==> config.mk <==
export PLATFORM = sky130hd
export DESIGN_NAME = instr_class_exec
export DESIGN_NICKNAME = d
export VERILOG_FILES = /design/src/instr_class_pkg.sv /design/src/instr_class_exec.sv
export SDC_FILE = /design/constraint.sdc
export NUM_CORES = 2
export LEC_CHECK = 0
export ABC_CLOCK_PERIOD_IN_PS = 2800
export BUFFER_PORTS_ARGS = -buffer_cell sky130_fd_sc_hd__clkbuf_2
export CAP_MARGIN = 30
export CELL_PAD_IN_SITES_DETAIL_PLACEMENT = 1
export CELL_PAD_IN_SITES_GLOBAL_PLACEMENT = 2
export CORE_ASPECT_RATIO = 1.4
export CORE_MARGIN = 8
export CORE_UTILIZATION = 36
export CTS_CLUSTER_SIZE = 20
export DETAILED_ROUTE_END_ITERATION = 8
export GPL_TIMING_DRIVEN = 1
export PLACE_DENSITY = 0.84
export RECOVER_POWER = 50
export SLEW_MARGIN = 10
export SYNTH_ARGS = -nofsm -noshare
export SYNTH_HDL_FRONTEND = slang
export SYNTH_SLANG_ARGS = --single-unit
==> constraint.sdc <==
create_clock -name clock -period 2.8 [get_ports clock]
set_input_delay 0.28 -clock clock [delete_from_list [all_inputs] [get_ports clock]]
set_output_delay 0.28 -clock clock [all_outputs]
set_load 0.02 [all_outputs]
==> src/instr_class_pkg.sv <==
// ====================================================================
// Shared definitions for the instruction class executor
// ====================================================================
package instr_class_pkg;

	// ================================================================
	// Operation classes as presented by the fetch and decode front end
	// ================================================================
	typedef enum logic [4:0]
	{
		op_add                  = 5'h00, // Plain add
		add_with_carry_op       = 5'h01, // Add including carry
		op_sub                  = 5'h02, // Plain subtract
		sub_with_carry_op       = 5'h03, // Subtract including carry
		multiply_op             = 5'h04, // 16 x 16 multiply
		short_divide_op         = 5'h05, // 16 / 16 divide
		long_divide_op          = 5'h06, // 32 / 16 divide
		compare_decrement_op    = 5'h07, // Compare then step down
		compare_increment_op    = 5'h08, // Compare then step up
		normalize_count_op      = 5'h09, // Leading zero count
		arith_right_shift_op    = 5'h0a, // Sign filling shift
		op_logic_right_shift    = 5'h0b, // Zero filling shift
		move_sign_extend_op     = 5'h0c, // Byte to word, signed
		move_zero_extend_op     = 5'h0d, // Byte to word, unsigned
		bit_move_op             = 5'h0e, // Bit copy
		masked_field_op         = 5'h0f, // Masked byte update
		branch_test_clear_op    = 5'h10, // Branch if set, then clear
		branch_test_set_op      = 5'h11, // Branch if clear, then set
		push_and_call_op        = 5'h12, // Push register, then call
		context_switch_op       = 5'h13, // Push register, then load
		return_and_pop_op       = 5'h14, // Return, then pop register
		op_trap                 = 5'h15, // Software trap
		power_down_op           = 5'h16, // Power down request
		end_of_init_op          = 5'h17, // Initialization done
		segment_jump_op         = 5'h18, // Jump into code segment
		segment_override_seq_op = 5'h19, // Segment override sequence
		op_nop                  = 5'h1a  // Null operation
	} op_class_type;

	// ================================================================
	// Field positions and sizes
	// ================================================================
	localparam int          WORD_W      = 16;    // Data word width
	localparam int          SIGN_BIT    = 15;    // Word sign position
	localparam int          BYTE_SIGN   = 7;     // Byte sign position
	localparam int          TRAP_W      = 7;     // Trap number width
	localparam int          SEG_W       = 8;     // Code segment width
	localparam int          LEN_W       = 3;     // Length field width
	localparam logic [2:0]  LEN_SHORT   = 3'h2;  // Two byte encoding
	localparam logic [2:0]  LEN_LONG    = 3'h4;  // Four byte encoding
	localparam logic [15:0] STEP_ONE    = 16'h0001; // Small step
	localparam logic [15:0] STEP_TWO    = 16'h0002; // Large step
	localparam logic [1:0]  SEQ_ONE     = 2'h1;  // Override span base

endpackage : instr_class_pkg

==> src/instr_class_exec.sv <==
`timescale 1ns/1ps
module instr_class_exec
	import instr_class_pkg::*;
(
	input  wire logic                 clock,              // System clock
	input  wire logic                 rst,                // Async reset
	input  wire logic                 op_valid,           // Operation present
	input  wire op_class_type         op_class,           // Operation class
	input  wire logic                 op_alt,             // Variant select
	input  wire logic                 op_long,            // Four byte form
	input  wire logic                 op_byte,            // Byte operands
	input  wire logic [WORD_W-1:0]    opnd_a,             // First operand
	input  wire logic [WORD_W-1:0]    opnd_b,             // Second operand
	input  wire logic [2*WORD_W-1:0]  muldiv_pair_in,     // Muldiv pair
	input  wire logic                 carry_in,           // Carry flag
	input  wire logic                 bit_in,             // Direct bit value
	input  wire logic                 nmi_level,          // Interrupt pin
	output logic                      done_r,             // Result strobe
	output logic [LEN_W-1:0]          length_r,           // Instr length
	output logic [WORD_W-1:0]         result_r,           // Main result
	output logic [WORD_W-1:0]         update_r,           // Register update
	output logic                      update_we_r,        // Update valid
	output logic [2*WORD_W-1:0]       muldiv_pair_r,      // Muldiv pair out
	output logic                      muldiv_we_r,        // Pair valid
	output logic                      carry_r,            // Carry result
	output logic                      zero_r,             // Zero result
	output logic                      div_err_r,          // Divide by zero
	output logic                      bit_out_r,          // Bit write value
	output logic                      bit_we_r,           // Bit write valid
	output logic                      branch_r,           // Branch taken
	output logic                      push_r,             // Push result_r
	output logic                      pop_r,              // Pop to register
	output logic                      call_r,             // Call issued
	output logic                      trap_r,             // Trap issued
	output logic [TRAP_W-1:0]         trap_num_r,         // Trap number
	output logic                      power_down_r,       // Power down level
	output logic                      reset_output_pin_r, // Init done pin
	output logic [SEG_W-1:0]          seg_r,              // Segment value
	output logic                      seg_we_r,           // Segment valid
	output logic [1:0]                seq_span_r,         // Override span
	output logic                      seq_reg_r           // Register ext
);

	// ================================================================
	// Helper functions
	// ================================================================

	// Encoded length of each class
	function automatic logic [LEN_W-1:0] instr_len(input op_class_type c,
		input logic lng);
		case (c)
			op_add, add_with_carry_op, op_sub, sub_with_carry_op,
			compare_decrement_op, compare_increment_op,
			move_sign_extend_op, move_zero_extend_op,
			segment_override_seq_op:
				instr_len = lng ? LEN_LONG : LEN_SHORT;
			bit_move_op, masked_field_op, branch_test_clear_op,
			branch_test_set_op, push_and_call_op, context_switch_op,
			power_down_op, end_of_init_op, segment_jump_op:
				instr_len = LEN_LONG;
			default:
				instr_len = LEN_SHORT;
		endcase
	endfunction : instr_len

	// Shift steps until bit 15 is one
	function automatic logic [WORD_W-1:0] lead_zeros(input logic [WORD_W-1:0] v);
		logic [WORD_W-1:0] n;
		logic              hit;
		n   = '0;
		hit = 1'b0;
		for (int i = SIGN_BIT; i >= 0; i--)
		begin
			if (v[i])
				hit = 1'b1;
			else if (!hit)
				n = n + STEP_ONE;
		end
		if (!hit)
			n = '0; // Zero word needs no shifting
		lead_zeros = n;
	endfunction : lead_zeros

	// ================================================================
	// Combinational execution
	// ================================================================
	logic [WORD_W-1:0]   result_nxt;  // Main result
	logic [WORD_W-1:0]   update_nxt;  // Second register value
	logic                update_we_nxt; // Second register write
	logic [2*WORD_W-1:0] md_nxt;      // Muldiv pair result
	logic                md_we_nxt;   // Muldiv pair write
	logic                carry_nxt;   // Carry flag
	logic                zero_nxt;    // Zero flag
	logic                div_err_nxt; // Divisor zero
	logic                bit_nxt;     // Bit value to store
	logic                bit_we_nxt;  // Bit store
	logic                branch_nxt;  // Branch decision
	logic [WORD_W:0]     sum;         // Adder with carry out
	logic [WORD_W-1:0]   cin_w;       // Carry as word
	logic [WORD_W-1:0]   step;        // Compare step size
	logic [WORD_W-1:0]   mask;        // Field mask placed
	logic [WORD_W-1:0]   fdata;       // Field data placed
	logic [2*WORD_W-1:0] dividend;    // Dividend selection
	logic [2*WORD_W-1:0] quot;        // Quotient wide
	logic [2*WORD_W-1:0] rem;         // Remainder wide

	always_comb
	begin
		result_nxt    = '0;
		update_nxt    = '0;
		update_we_nxt = 1'b0;
		md_nxt        = muldiv_pair_in;
		md_we_nxt     = 1'b0;
		carry_nxt     = 1'b0;
		div_err_nxt   = 1'b0;
		bit_nxt       = 1'b0;
		bit_we_nxt    = 1'b0;
		branch_nxt    = 1'b0;
		sum           = '0;
		quot          = '0;
		rem           = '0;
		cin_w         = {{(WORD_W-1){1'b0}}, carry_in};
		step          = op_alt ? STEP_TWO : STEP_ONE;
		mask          = op_alt ? {opnd_b[7:0], 8'h00} : {8'h00, opnd_b[7:0]};
		fdata         = op_alt ? {opnd_b[15:8], 8'h00} : {8'h00, opnd_b[15:8]};
		// Short form uses the low half only, sign or zero filled
		if (op_class == short_divide_op)
			dividend = (!op_alt && muldiv_pair_in[SIGN_BIT]) ?
				{16'hffff, muldiv_pair_in[WORD_W-1:0]} :
				{16'h0000, muldiv_pair_in[WORD_W-1:0]};
		else
			dividend = muldiv_pair_in;
		case (op_class)
			op_add, add_with_carry_op:
			begin
				// Carry enters as a third operand
				sum = {1'b0, opnd_a} + {1'b0, opnd_b} +
					((op_class == add_with_carry_op) ?
					{1'b0, cin_w} : 17'h00000);
				result_nxt = sum[WORD_W-1:0];
				carry_nxt  = op_byte ? (sum[8] ^ opnd_a[8] ^ opnd_b[8]) :
					sum[WORD_W];
			end
			op_sub, sub_with_carry_op:
			begin
				// Borrow joins the subtrahend
				sum = {1'b0, opnd_a} - {1'b0, opnd_b} -
					((op_class == sub_with_carry_op) ?
					{1'b0, cin_w} : 17'h00000);
				result_nxt = sum[WORD_W-1:0];
				carry_nxt  = sum[WORD_W];
			end
			multiply_op:
			begin
				// Signed when the variant bit is low
				md_we_nxt = 1'b1;
				if (op_alt)
					md_nxt = {16'h0000, opnd_a} * {16'h0000, opnd_b};
				else
					md_nxt = $signed({{16{opnd_a[SIGN_BIT]}}, opnd_a}) *
						$signed({{16{opnd_b[SIGN_BIT]}}, opnd_b});
				result_nxt = md_nxt[WORD_W-1:0];
			end
			short_divide_op, long_divide_op:
			begin
				// Quotient low, remainder high; zero divisor flagged
				md_we_nxt = 1'b1;
				if (opnd_b == '0)
				begin
					div_err_nxt = 1'b1;
					md_nxt      = '0;
				end
				else if (op_alt)
				begin
					quot   = dividend / {16'h0000, opnd_b};
					rem    = dividend % {16'h0000, opnd_b};
					md_nxt = {rem[WORD_W-1:0], quot[WORD_W-1:0]};
				end
				else
				begin
					quot   = 32'($signed(dividend) /
						$signed({{16{opnd_b[SIGN_BIT]}}, opnd_b}));
					rem    = 32'($signed(dividend) %
						$signed({{16{opnd_b[SIGN_BIT]}}, opnd_b}));
					md_nxt = {rem[WORD_W-1:0], quot[WORD_W-1:0]};
				end
				result_nxt = md_nxt[WORD_W-1:0];
			end
			compare_decrement_op, compare_increment_op:
			begin
				// Compare first, then step the register
				sum        = {1'b0, opnd_a} - {1'b0, opnd_b};
				result_nxt = sum[WORD_W-1:0];
				carry_nxt  = sum[WORD_W];
				update_we_nxt = 1'b1;
				if (op_class == compare_decrement_op)
					update_nxt = opnd_a - step;
				else
					update_nxt = opnd_a + step;
			end
			normalize_count_op:
				result_nxt = lead_zeros(opnd_a);
			arith_right_shift_op:
				result_nxt = WORD_W'($signed(opnd_a) >>> opnd_b[3:0]);
			op_logic_right_shift:
				result_nxt = opnd_a >> opnd_b[3:0];
			move_sign_extend_op:
				result_nxt = {{8{opnd_a[BYTE_SIGN]}}, opnd_a[7:0]};
			move_zero_extend_op:
				result_nxt = {8'h00, opnd_a[7:0]};
			bit_move_op:
			begin
				bit_nxt    = bit_in ^ op_alt;
				bit_we_nxt = 1'b1;
			end
			masked_field_op:
				result_nxt = (opnd_a & ~mask) | (fdata & mask);
			branch_test_clear_op:
			begin
				branch_nxt = bit_in;
				bit_nxt    = 1'b0;
				bit_we_nxt = bit_in;
			end
			branch_test_set_op:
			begin
				branch_nxt = !bit_in;
				bit_nxt    = 1'b1;
				bit_we_nxt = !bit_in;
			end
			push_and_call_op, segment_jump_op:
				result_nxt = opnd_b;
			context_switch_op:
			begin
				result_nxt    = opnd_a;
				update_nxt    = opnd_b;
				update_we_nxt = 1'b1;
			end
			default:
				result_nxt = '0;
		endcase
		zero_nxt = (result_nxt == '0);
	end

	// ================================================================
	// Registered results
	// ================================================================

	// Completion strobe and length
	always_ff @(posedge clock or posedge rst)
	begin
		if (rst)
		begin
			done_r   <= 1'b0;
			length_r <= '0;
		end
		else
		begin
			done_r <= op_valid;
			if (op_valid)
				length_r <= instr_len(op_class, op_long);
		end
	end

	// Data results and flags
	always_ff @(posedge clock or posedge rst)
	begin
		if (rst)
		begin
			result_r      <= '0;
			update_r      <= '0;
			update_we_r   <= 1'b0;
			muldiv_pair_r <= '0;
			muldiv_we_r   <= 1'b0;
			carry_r       <= 1'b0;
			zero_r        <= 1'b0;
			div_err_r     <= 1'b0;
			bit_out_r     <= 1'b0;
			bit_we_r      <= 1'b0;
			branch_r      <= 1'b0;
		end
		else
		begin
			update_we_r <= op_valid && update_we_nxt;
			muldiv_we_r <= op_valid && md_we_nxt;
			bit_we_r    <= op_valid && bit_we_nxt;
			branch_r    <= op_valid && branch_nxt;
			if (op_valid)
			begin
				result_r      <= result_nxt;
				update_r      <= update_nxt;
				muldiv_pair_r <= md_nxt;
				carry_r       <= carry_nxt;
				zero_r        <= zero_nxt;
				div_err_r     <= div_err_nxt;
				bit_out_r     <= bit_nxt;
			end
		end
	end

	// Stack and flow control strobes
	always_ff @(posedge clock or posedge rst)
	begin
		if (rst)
		begin
			push_r     <= 1'b0;
			pop_r      <= 1'b0;
			call_r     <= 1'b0;
			trap_r     <= 1'b0;
			trap_num_r <= '0;
		end
		else
		begin
			// Push carries result_r (opnd_b for push and call, opnd_a for context switch); call in the same cycle, trap on its own
			push_r <= op_valid && (op_class == push_and_call_op ||
				op_class == context_switch_op);
			call_r <= op_valid && op_class == push_and_call_op;
			pop_r  <= op_valid && op_class == return_and_pop_op;
			trap_r <= op_valid && op_class == op_trap;
			if (op_valid && op_class == op_trap)
				trap_num_r <= opnd_b[TRAP_W-1:0];
		end
	end

	// Power and initialization state
	always_ff @(posedge clock or posedge rst)
	begin
		if (rst)
		begin
			power_down_r       <= 1'b0;
			reset_output_pin_r <= 1'b0;
		end
		else
		begin
			// Request ignored unless the interrupt pin is low
			if (op_valid && op_class == power_down_op && !nmi_level)
				power_down_r <= 1'b1;
			if (op_valid && op_class == end_of_init_op)
				reset_output_pin_r <= 1'b1;
		end
	end

	// Segment jump and override sequence
	always_ff @(posedge clock or posedge rst)
	begin
		if (rst)
		begin
			seg_r      <= '0;
			seg_we_r   <= 1'b0;
			seq_span_r <= '0;
			seq_reg_r  <= 1'b0;
		end
		else
		begin
			seg_we_r <= op_valid && (op_class == segment_jump_op ||
				op_class == segment_override_seq_op);
			if (op_valid && op_class == segment_jump_op)
				seg_r <= opnd_a[SEG_W-1:0];
			else if (op_valid && op_class == segment_override_seq_op)
			begin
				seg_r      <= opnd_a[SEG_W-1:0];
				seq_span_r <= opnd_b[1:0] + SEQ_ONE;
				seq_reg_r  <= op_alt;
			end
		end
	end

endmodule : instr_class_exec

==> results.txt, run 1 <==
Total grt overflow: 434
Yosys cell types: 134
Synth Warn #: 0
Clk root buf: clkbuf_16
Last worst endpoint in the global-route repair_timing: zero_r$_DFFE_PP0P_/D
GP Congestion: 1.09
H-tree Lvls: 3
IO Count: 179
Synthesized netlist cell count: 9175
Primary FF master, synth: dfrtp_1
Die X: 387 um
Row cnt: 191
Worst EP kind: sequential cell input
Status: did not finish
Starting Density: 36.1%
Post-synth EDFFs: 0
Synth top area share: 20.5%
Cell taking the most area after synthesis: ha_1
Syn Std Cell Area: 69500 um2
FFs w/ async S/R, synth: 100%
Die H: 536 um
Area contributors post-synth: ha_1 21%, fa_1 11%, o21a_1 6.7%
Register area share after synthesis: 3.60%
DP HPWL: 311000 um
Post-placement cell count: 15100
Clk sinks: 100
Clock Tree Buf Depth: 2
Total Routing Usage GR: 68.0%
Synth cell count leaders: 1142 x ha_1, 977 x nor2_1, 681 x nor3_1, 673 x nand2_1, 624 x o21a_1
Mean Syn Cell Area: 7.58 um2
Pin count of the biggest net entering global routing: 75
Yosys reg bits: 100
CTS Buf Count: 9
Buffers on Ports: 177
Run Error: [ERROR GRT-0232] Routing congestion too high. Check the congestion heatmap in the GUI.
Top-count cell post-synth: ha_1
Stopping stage: global routing (5_1_grt)
[layer usage]
layer	overflow	track usage, %
met4	138	63.8
met1	39	66.3
met2	212	82.3
met5	1	41.2
met3	44	58.2
[cell families after synthesis]
family	share of synthesized area, %
simple gates	21.8
buf+inv	5.12
flops	3.60
other cells	0.0108
fa+ha+maj	31.3
xor+xnor	5.78
mux	7.59
compound gates	24.9
[stage by stage]
| step | instance area, um2 | setup TNS [ps] | setup slack, ps | hold slack (ps) |
|---|---|---|---|---|
| 4_1_cts | 104000 | -5262390 | -107970 | 138 |
| 3_5_place_dp | 99300 | -5443460 | -111420 | 429 |
| 2_1_floorplan | 71300 | -5286790 | -108910 | 311 |
| 3_3_place_gp | 99300 | -5165710 | -105800 | 420 |
[timing repair]
action | in CTS
endpoints found under the hold margin | 21
setup buffers | 451
pin swaps | 175
gates cloned | 2
gates resized for setup | 165
setup endpoints to repair | 60
hold buffers | 1
==> run 2, diff against run 1 <==
ABC_CLOCK_PERIOD_IN_PS = 3640   (was 2800)
CELL_PAD_IN_SITES_DETAIL_PLACEMENT = not set   (was 1)
CELL_PAD_IN_SITES_GLOBAL_PLACEMENT = not set   (was 2)
CORE_ASPECT_RATIO = not set   (was 1.4)
CORE_UTILIZATION = 40   (was 36)
CTS_CLUSTER_SIZE = not set   (was 20)
PLACE_DENSITY = not set   (was 0.84)
PLACE_DENSITY_LB_ADDON = 0.15   (was not set)
clock period = 3.64 ns   (was 2.8 ns; I/O delays follow)
==> run 2 against run 1 <==
- the flow now finishes, with violations (max-capacitance violations, max-slew violations, negative setup slack)
- synthesized area unchanged
- synthesized cell count did not move
==> results.txt, run 2 <==
Largest family of logic cells by synthesized area: adder cells
Compound-Gate Fraction of Synth Area: 24.9%
Cell taking the most area after synthesis: ha_1
Setup-failing EPs final: 54
DRC Markers: 0
Yosys reg bits: 100
Post-route cell area: 106000 um2
Hold Path Class: primary input to flip-flop
Register area share after synthesis: 3.60%
Clk root buf: clkbuf_16
Critical path fanouts, max: 6
Yosys cell types: 134
Drt total wl: 318000 um
Synthesized netlist cell count: 9175
Total Routing Usage GR: 32.4%
Critical path class: primary input to flip-flop
Vias in the first global route: 86300
CP Launch Type: primary input
Final nets: 14800
Final WS setup: -107630 ps
Die X: 433 um
Failing checks: max-capacitance violations, max-slew violations, negative setup slack
Syn Std Cell Area: 69500 um2
Final hold violations: 0
Starting Density: 40.1%
Die H: 433 um
Slowest CP cell: o21ai_0
Row cnt: 153
IO Count: 179
First-pass GRT wire length: 483000 um
Total grt overflow: 0
Synth Warn #: 0
Top-count cell post-synth: ha_1
Post-synth EDFFs: 0
Via density: 5.53
Pin count of the biggest net entering global routing: 96
# fillers: 15600
Initial antenna violation count: 17
Max reg flops: 32
Xor/xnor share of the synthesized area: 5.78%
Most frequent cells in the layout: 3915 x buf_4, 1103 x ha_1, 948 x nor2_1
Core area: 173000 um2
Clock Tree Buf Depth: 2
DP HPWL: 253000 um
Slew Viols, Final: 103
Clk_skew: 0 ps
Worst EP arrival: 111640 ps
FFs w/ async S/R, synth: 100%
Synth top area share: 20.5%
Crit path largest cell delay: 500 ps
Final period utilization: 3060%
RSZ-0062 raised after global routing: yes
Layout area overhead: 52.8%
Mux cell area share after synthesis: 7.59%
CTS tree: yes
Final ANT Viol Nets: 0
Commonest non-fill, non-tap cell in the layout: buf_4
Area contributors post-synth: ha_1 21%, fa_1 11%, o21a_1 6.7%
1st-pass router iterations: 8
Mean Syn Cell Area: 7.58 um2
Crit end category: flip-flop
Later-pin clock latency in the skew report: 420 ps
Leading registers by flop count: muldiv_pair_r (32), result_r (16), update_r (16)
Min Clock Period, post-route: 111270 ps
Initial DRC count: 5735
Synthesized-area fraction occupied by and/or/nand/nor cells: 21.8%
Cell Area, Placed: 98300 um2
Vias after detailed routing: 85900
Status: finished, violations left
Fraction of layout cells with a size suffix above 1: 39.3%
CP most frequent cell: o21a_1
Buffers on Ports: 177
Max Freq: 8.99 MHz
Tightest Pin Transition: 2680 ps
Synth Area in Adders: 31.3%
Req. time, crit path: 4020 ps
Biggest register: muldiv_pair_r
H-tree Lvls: 3
Clock Pin Slew Worst Setup and Hold Paths: 90 ps
Synth cell count leaders: 1142 x ha_1, 977 x nor2_1, 681 x nor3_1, 673 x nand2_1, 624 x o21a_1
Clk sinks: 100
Primary FF master, synth: dfrtp_1
CTS Buf Count: 9
DR WL/cell: 20.5 um
Die area: 187000 um2
Max Cap Viol: 2
GP Congestion: 1.06
Max-slew headroom: -79.8%
==> run 2: cell families after synthesis <==
group,count (synthesis)
XOR/XNOR,458
AND/OR/NAND/NOR,3169
AO/OA/AOI/OAI,2540
flip-flops,100
multiplexers,473
buffers and inverters,918
adder cells (fa/ha/maj),1515
other,2
==> run 2: repair_timing <==
action / in CTS / in global routing
hold buffers: 0 / 0
gates resized for setup: 239 / 192
setup buffers: 552 / 198
pin swaps: 196 / 241
endpoints found under the setup margin: 55 / 56
cloned: 1 / 0
==> run 2: layer usage <==
| metal | routed length, um | vias up | track usage, % |
|---|---|---|---|
| met1 | 132000 | 41100 | 39.7 |
| met2 | 146000 | 2606 | 55.2 |
| li1 | - | 41400 | - |
| met3 | 18400 | 852 | 4.21 |
| met5 | 54 | - | 0 |
| met4 | 21200 | 8 | 17.0 |
==> run 2: worst max-delay path: cells and delay by family <==
| family | cells | cell delay (ps) |
|---|---|---|
| adders and majority gates | 32 | 8100 |
| buffers and inverters | 93 | 12040 |
| and+or+nand+nor | 49 | 7220 |
| AOI/OAI and AO/OA | 438 | 78750 |
| muxes | 16 | 4820 |
| xor gates and xnor gates | 1 | 170 |
==> run 2: worst paths after layout <==
| kind | slack [ps] | from | cells past startpoint | to |
|---|---|---|---|---|
| hold reg to reg | 470 | reset_output_pin_r | 1 | reset_output_pin_r |
| setup reg to reg | 2260 | muldiv_pair_r[29] | 2 | muldiv_pair_r[29] |
| setup / recovery | -107630 | op_class[4] | 629 | zero_r |
| min in group asynchronous | 640 | rst | 2 | seq_span_r[1] |
| max in group asynchronous | 510 | rst | 3 | update_r[6] |
| hold / removal | 250 | nmi_level | 3 | power_down_r |
==> run 2: final cells by class <==
| cell class | count | area (um2) | share of cell area (%) |
|---|---|---|---|
| Antenna cell | 12 | 30.0 | 0.0283 |
| Clock buffer | 9 | 225 | 0.212 |
| Clock inverter | 7 | 57.6 | 0.0542 |
| Inverter | 617 | 2350 | 2.21 |
| Multi-Input combinational cell | 8292 | 66800 | 62.8 |
| Sequential cell | 100 | 2500 | 2.36 |
| Tap cell | 2325 | 2910 | 2.74 |
| Timing Repair Buffer | 4173 | 31400 | 29.6 |
==> run 2: metrics by stage <==
step / util [%] / instances / setup TNS (ps) / hold slack [ps] / setup slack, ps
final: 61.3 / 15500 / -5240770 / 249 / -107630
after global routing: 61.3 / 15500 / -5480970 / 251 / -112570
after CTS: 60.0 / 15300 / -5109940 / 58.4 / -104990
after detailed placement: 56.8 / 14800 / -5237240 / 454 / -107440
after global placement: 56.8 / 14800 / -5149510 / 443 / -105570
after floorplan: - / 9310 / -5245370 / 395 / -108150
Power of run 2 is not shown: default switching activity piles up to over one toggle a cycle in this logic, so the estimate is an artifact.
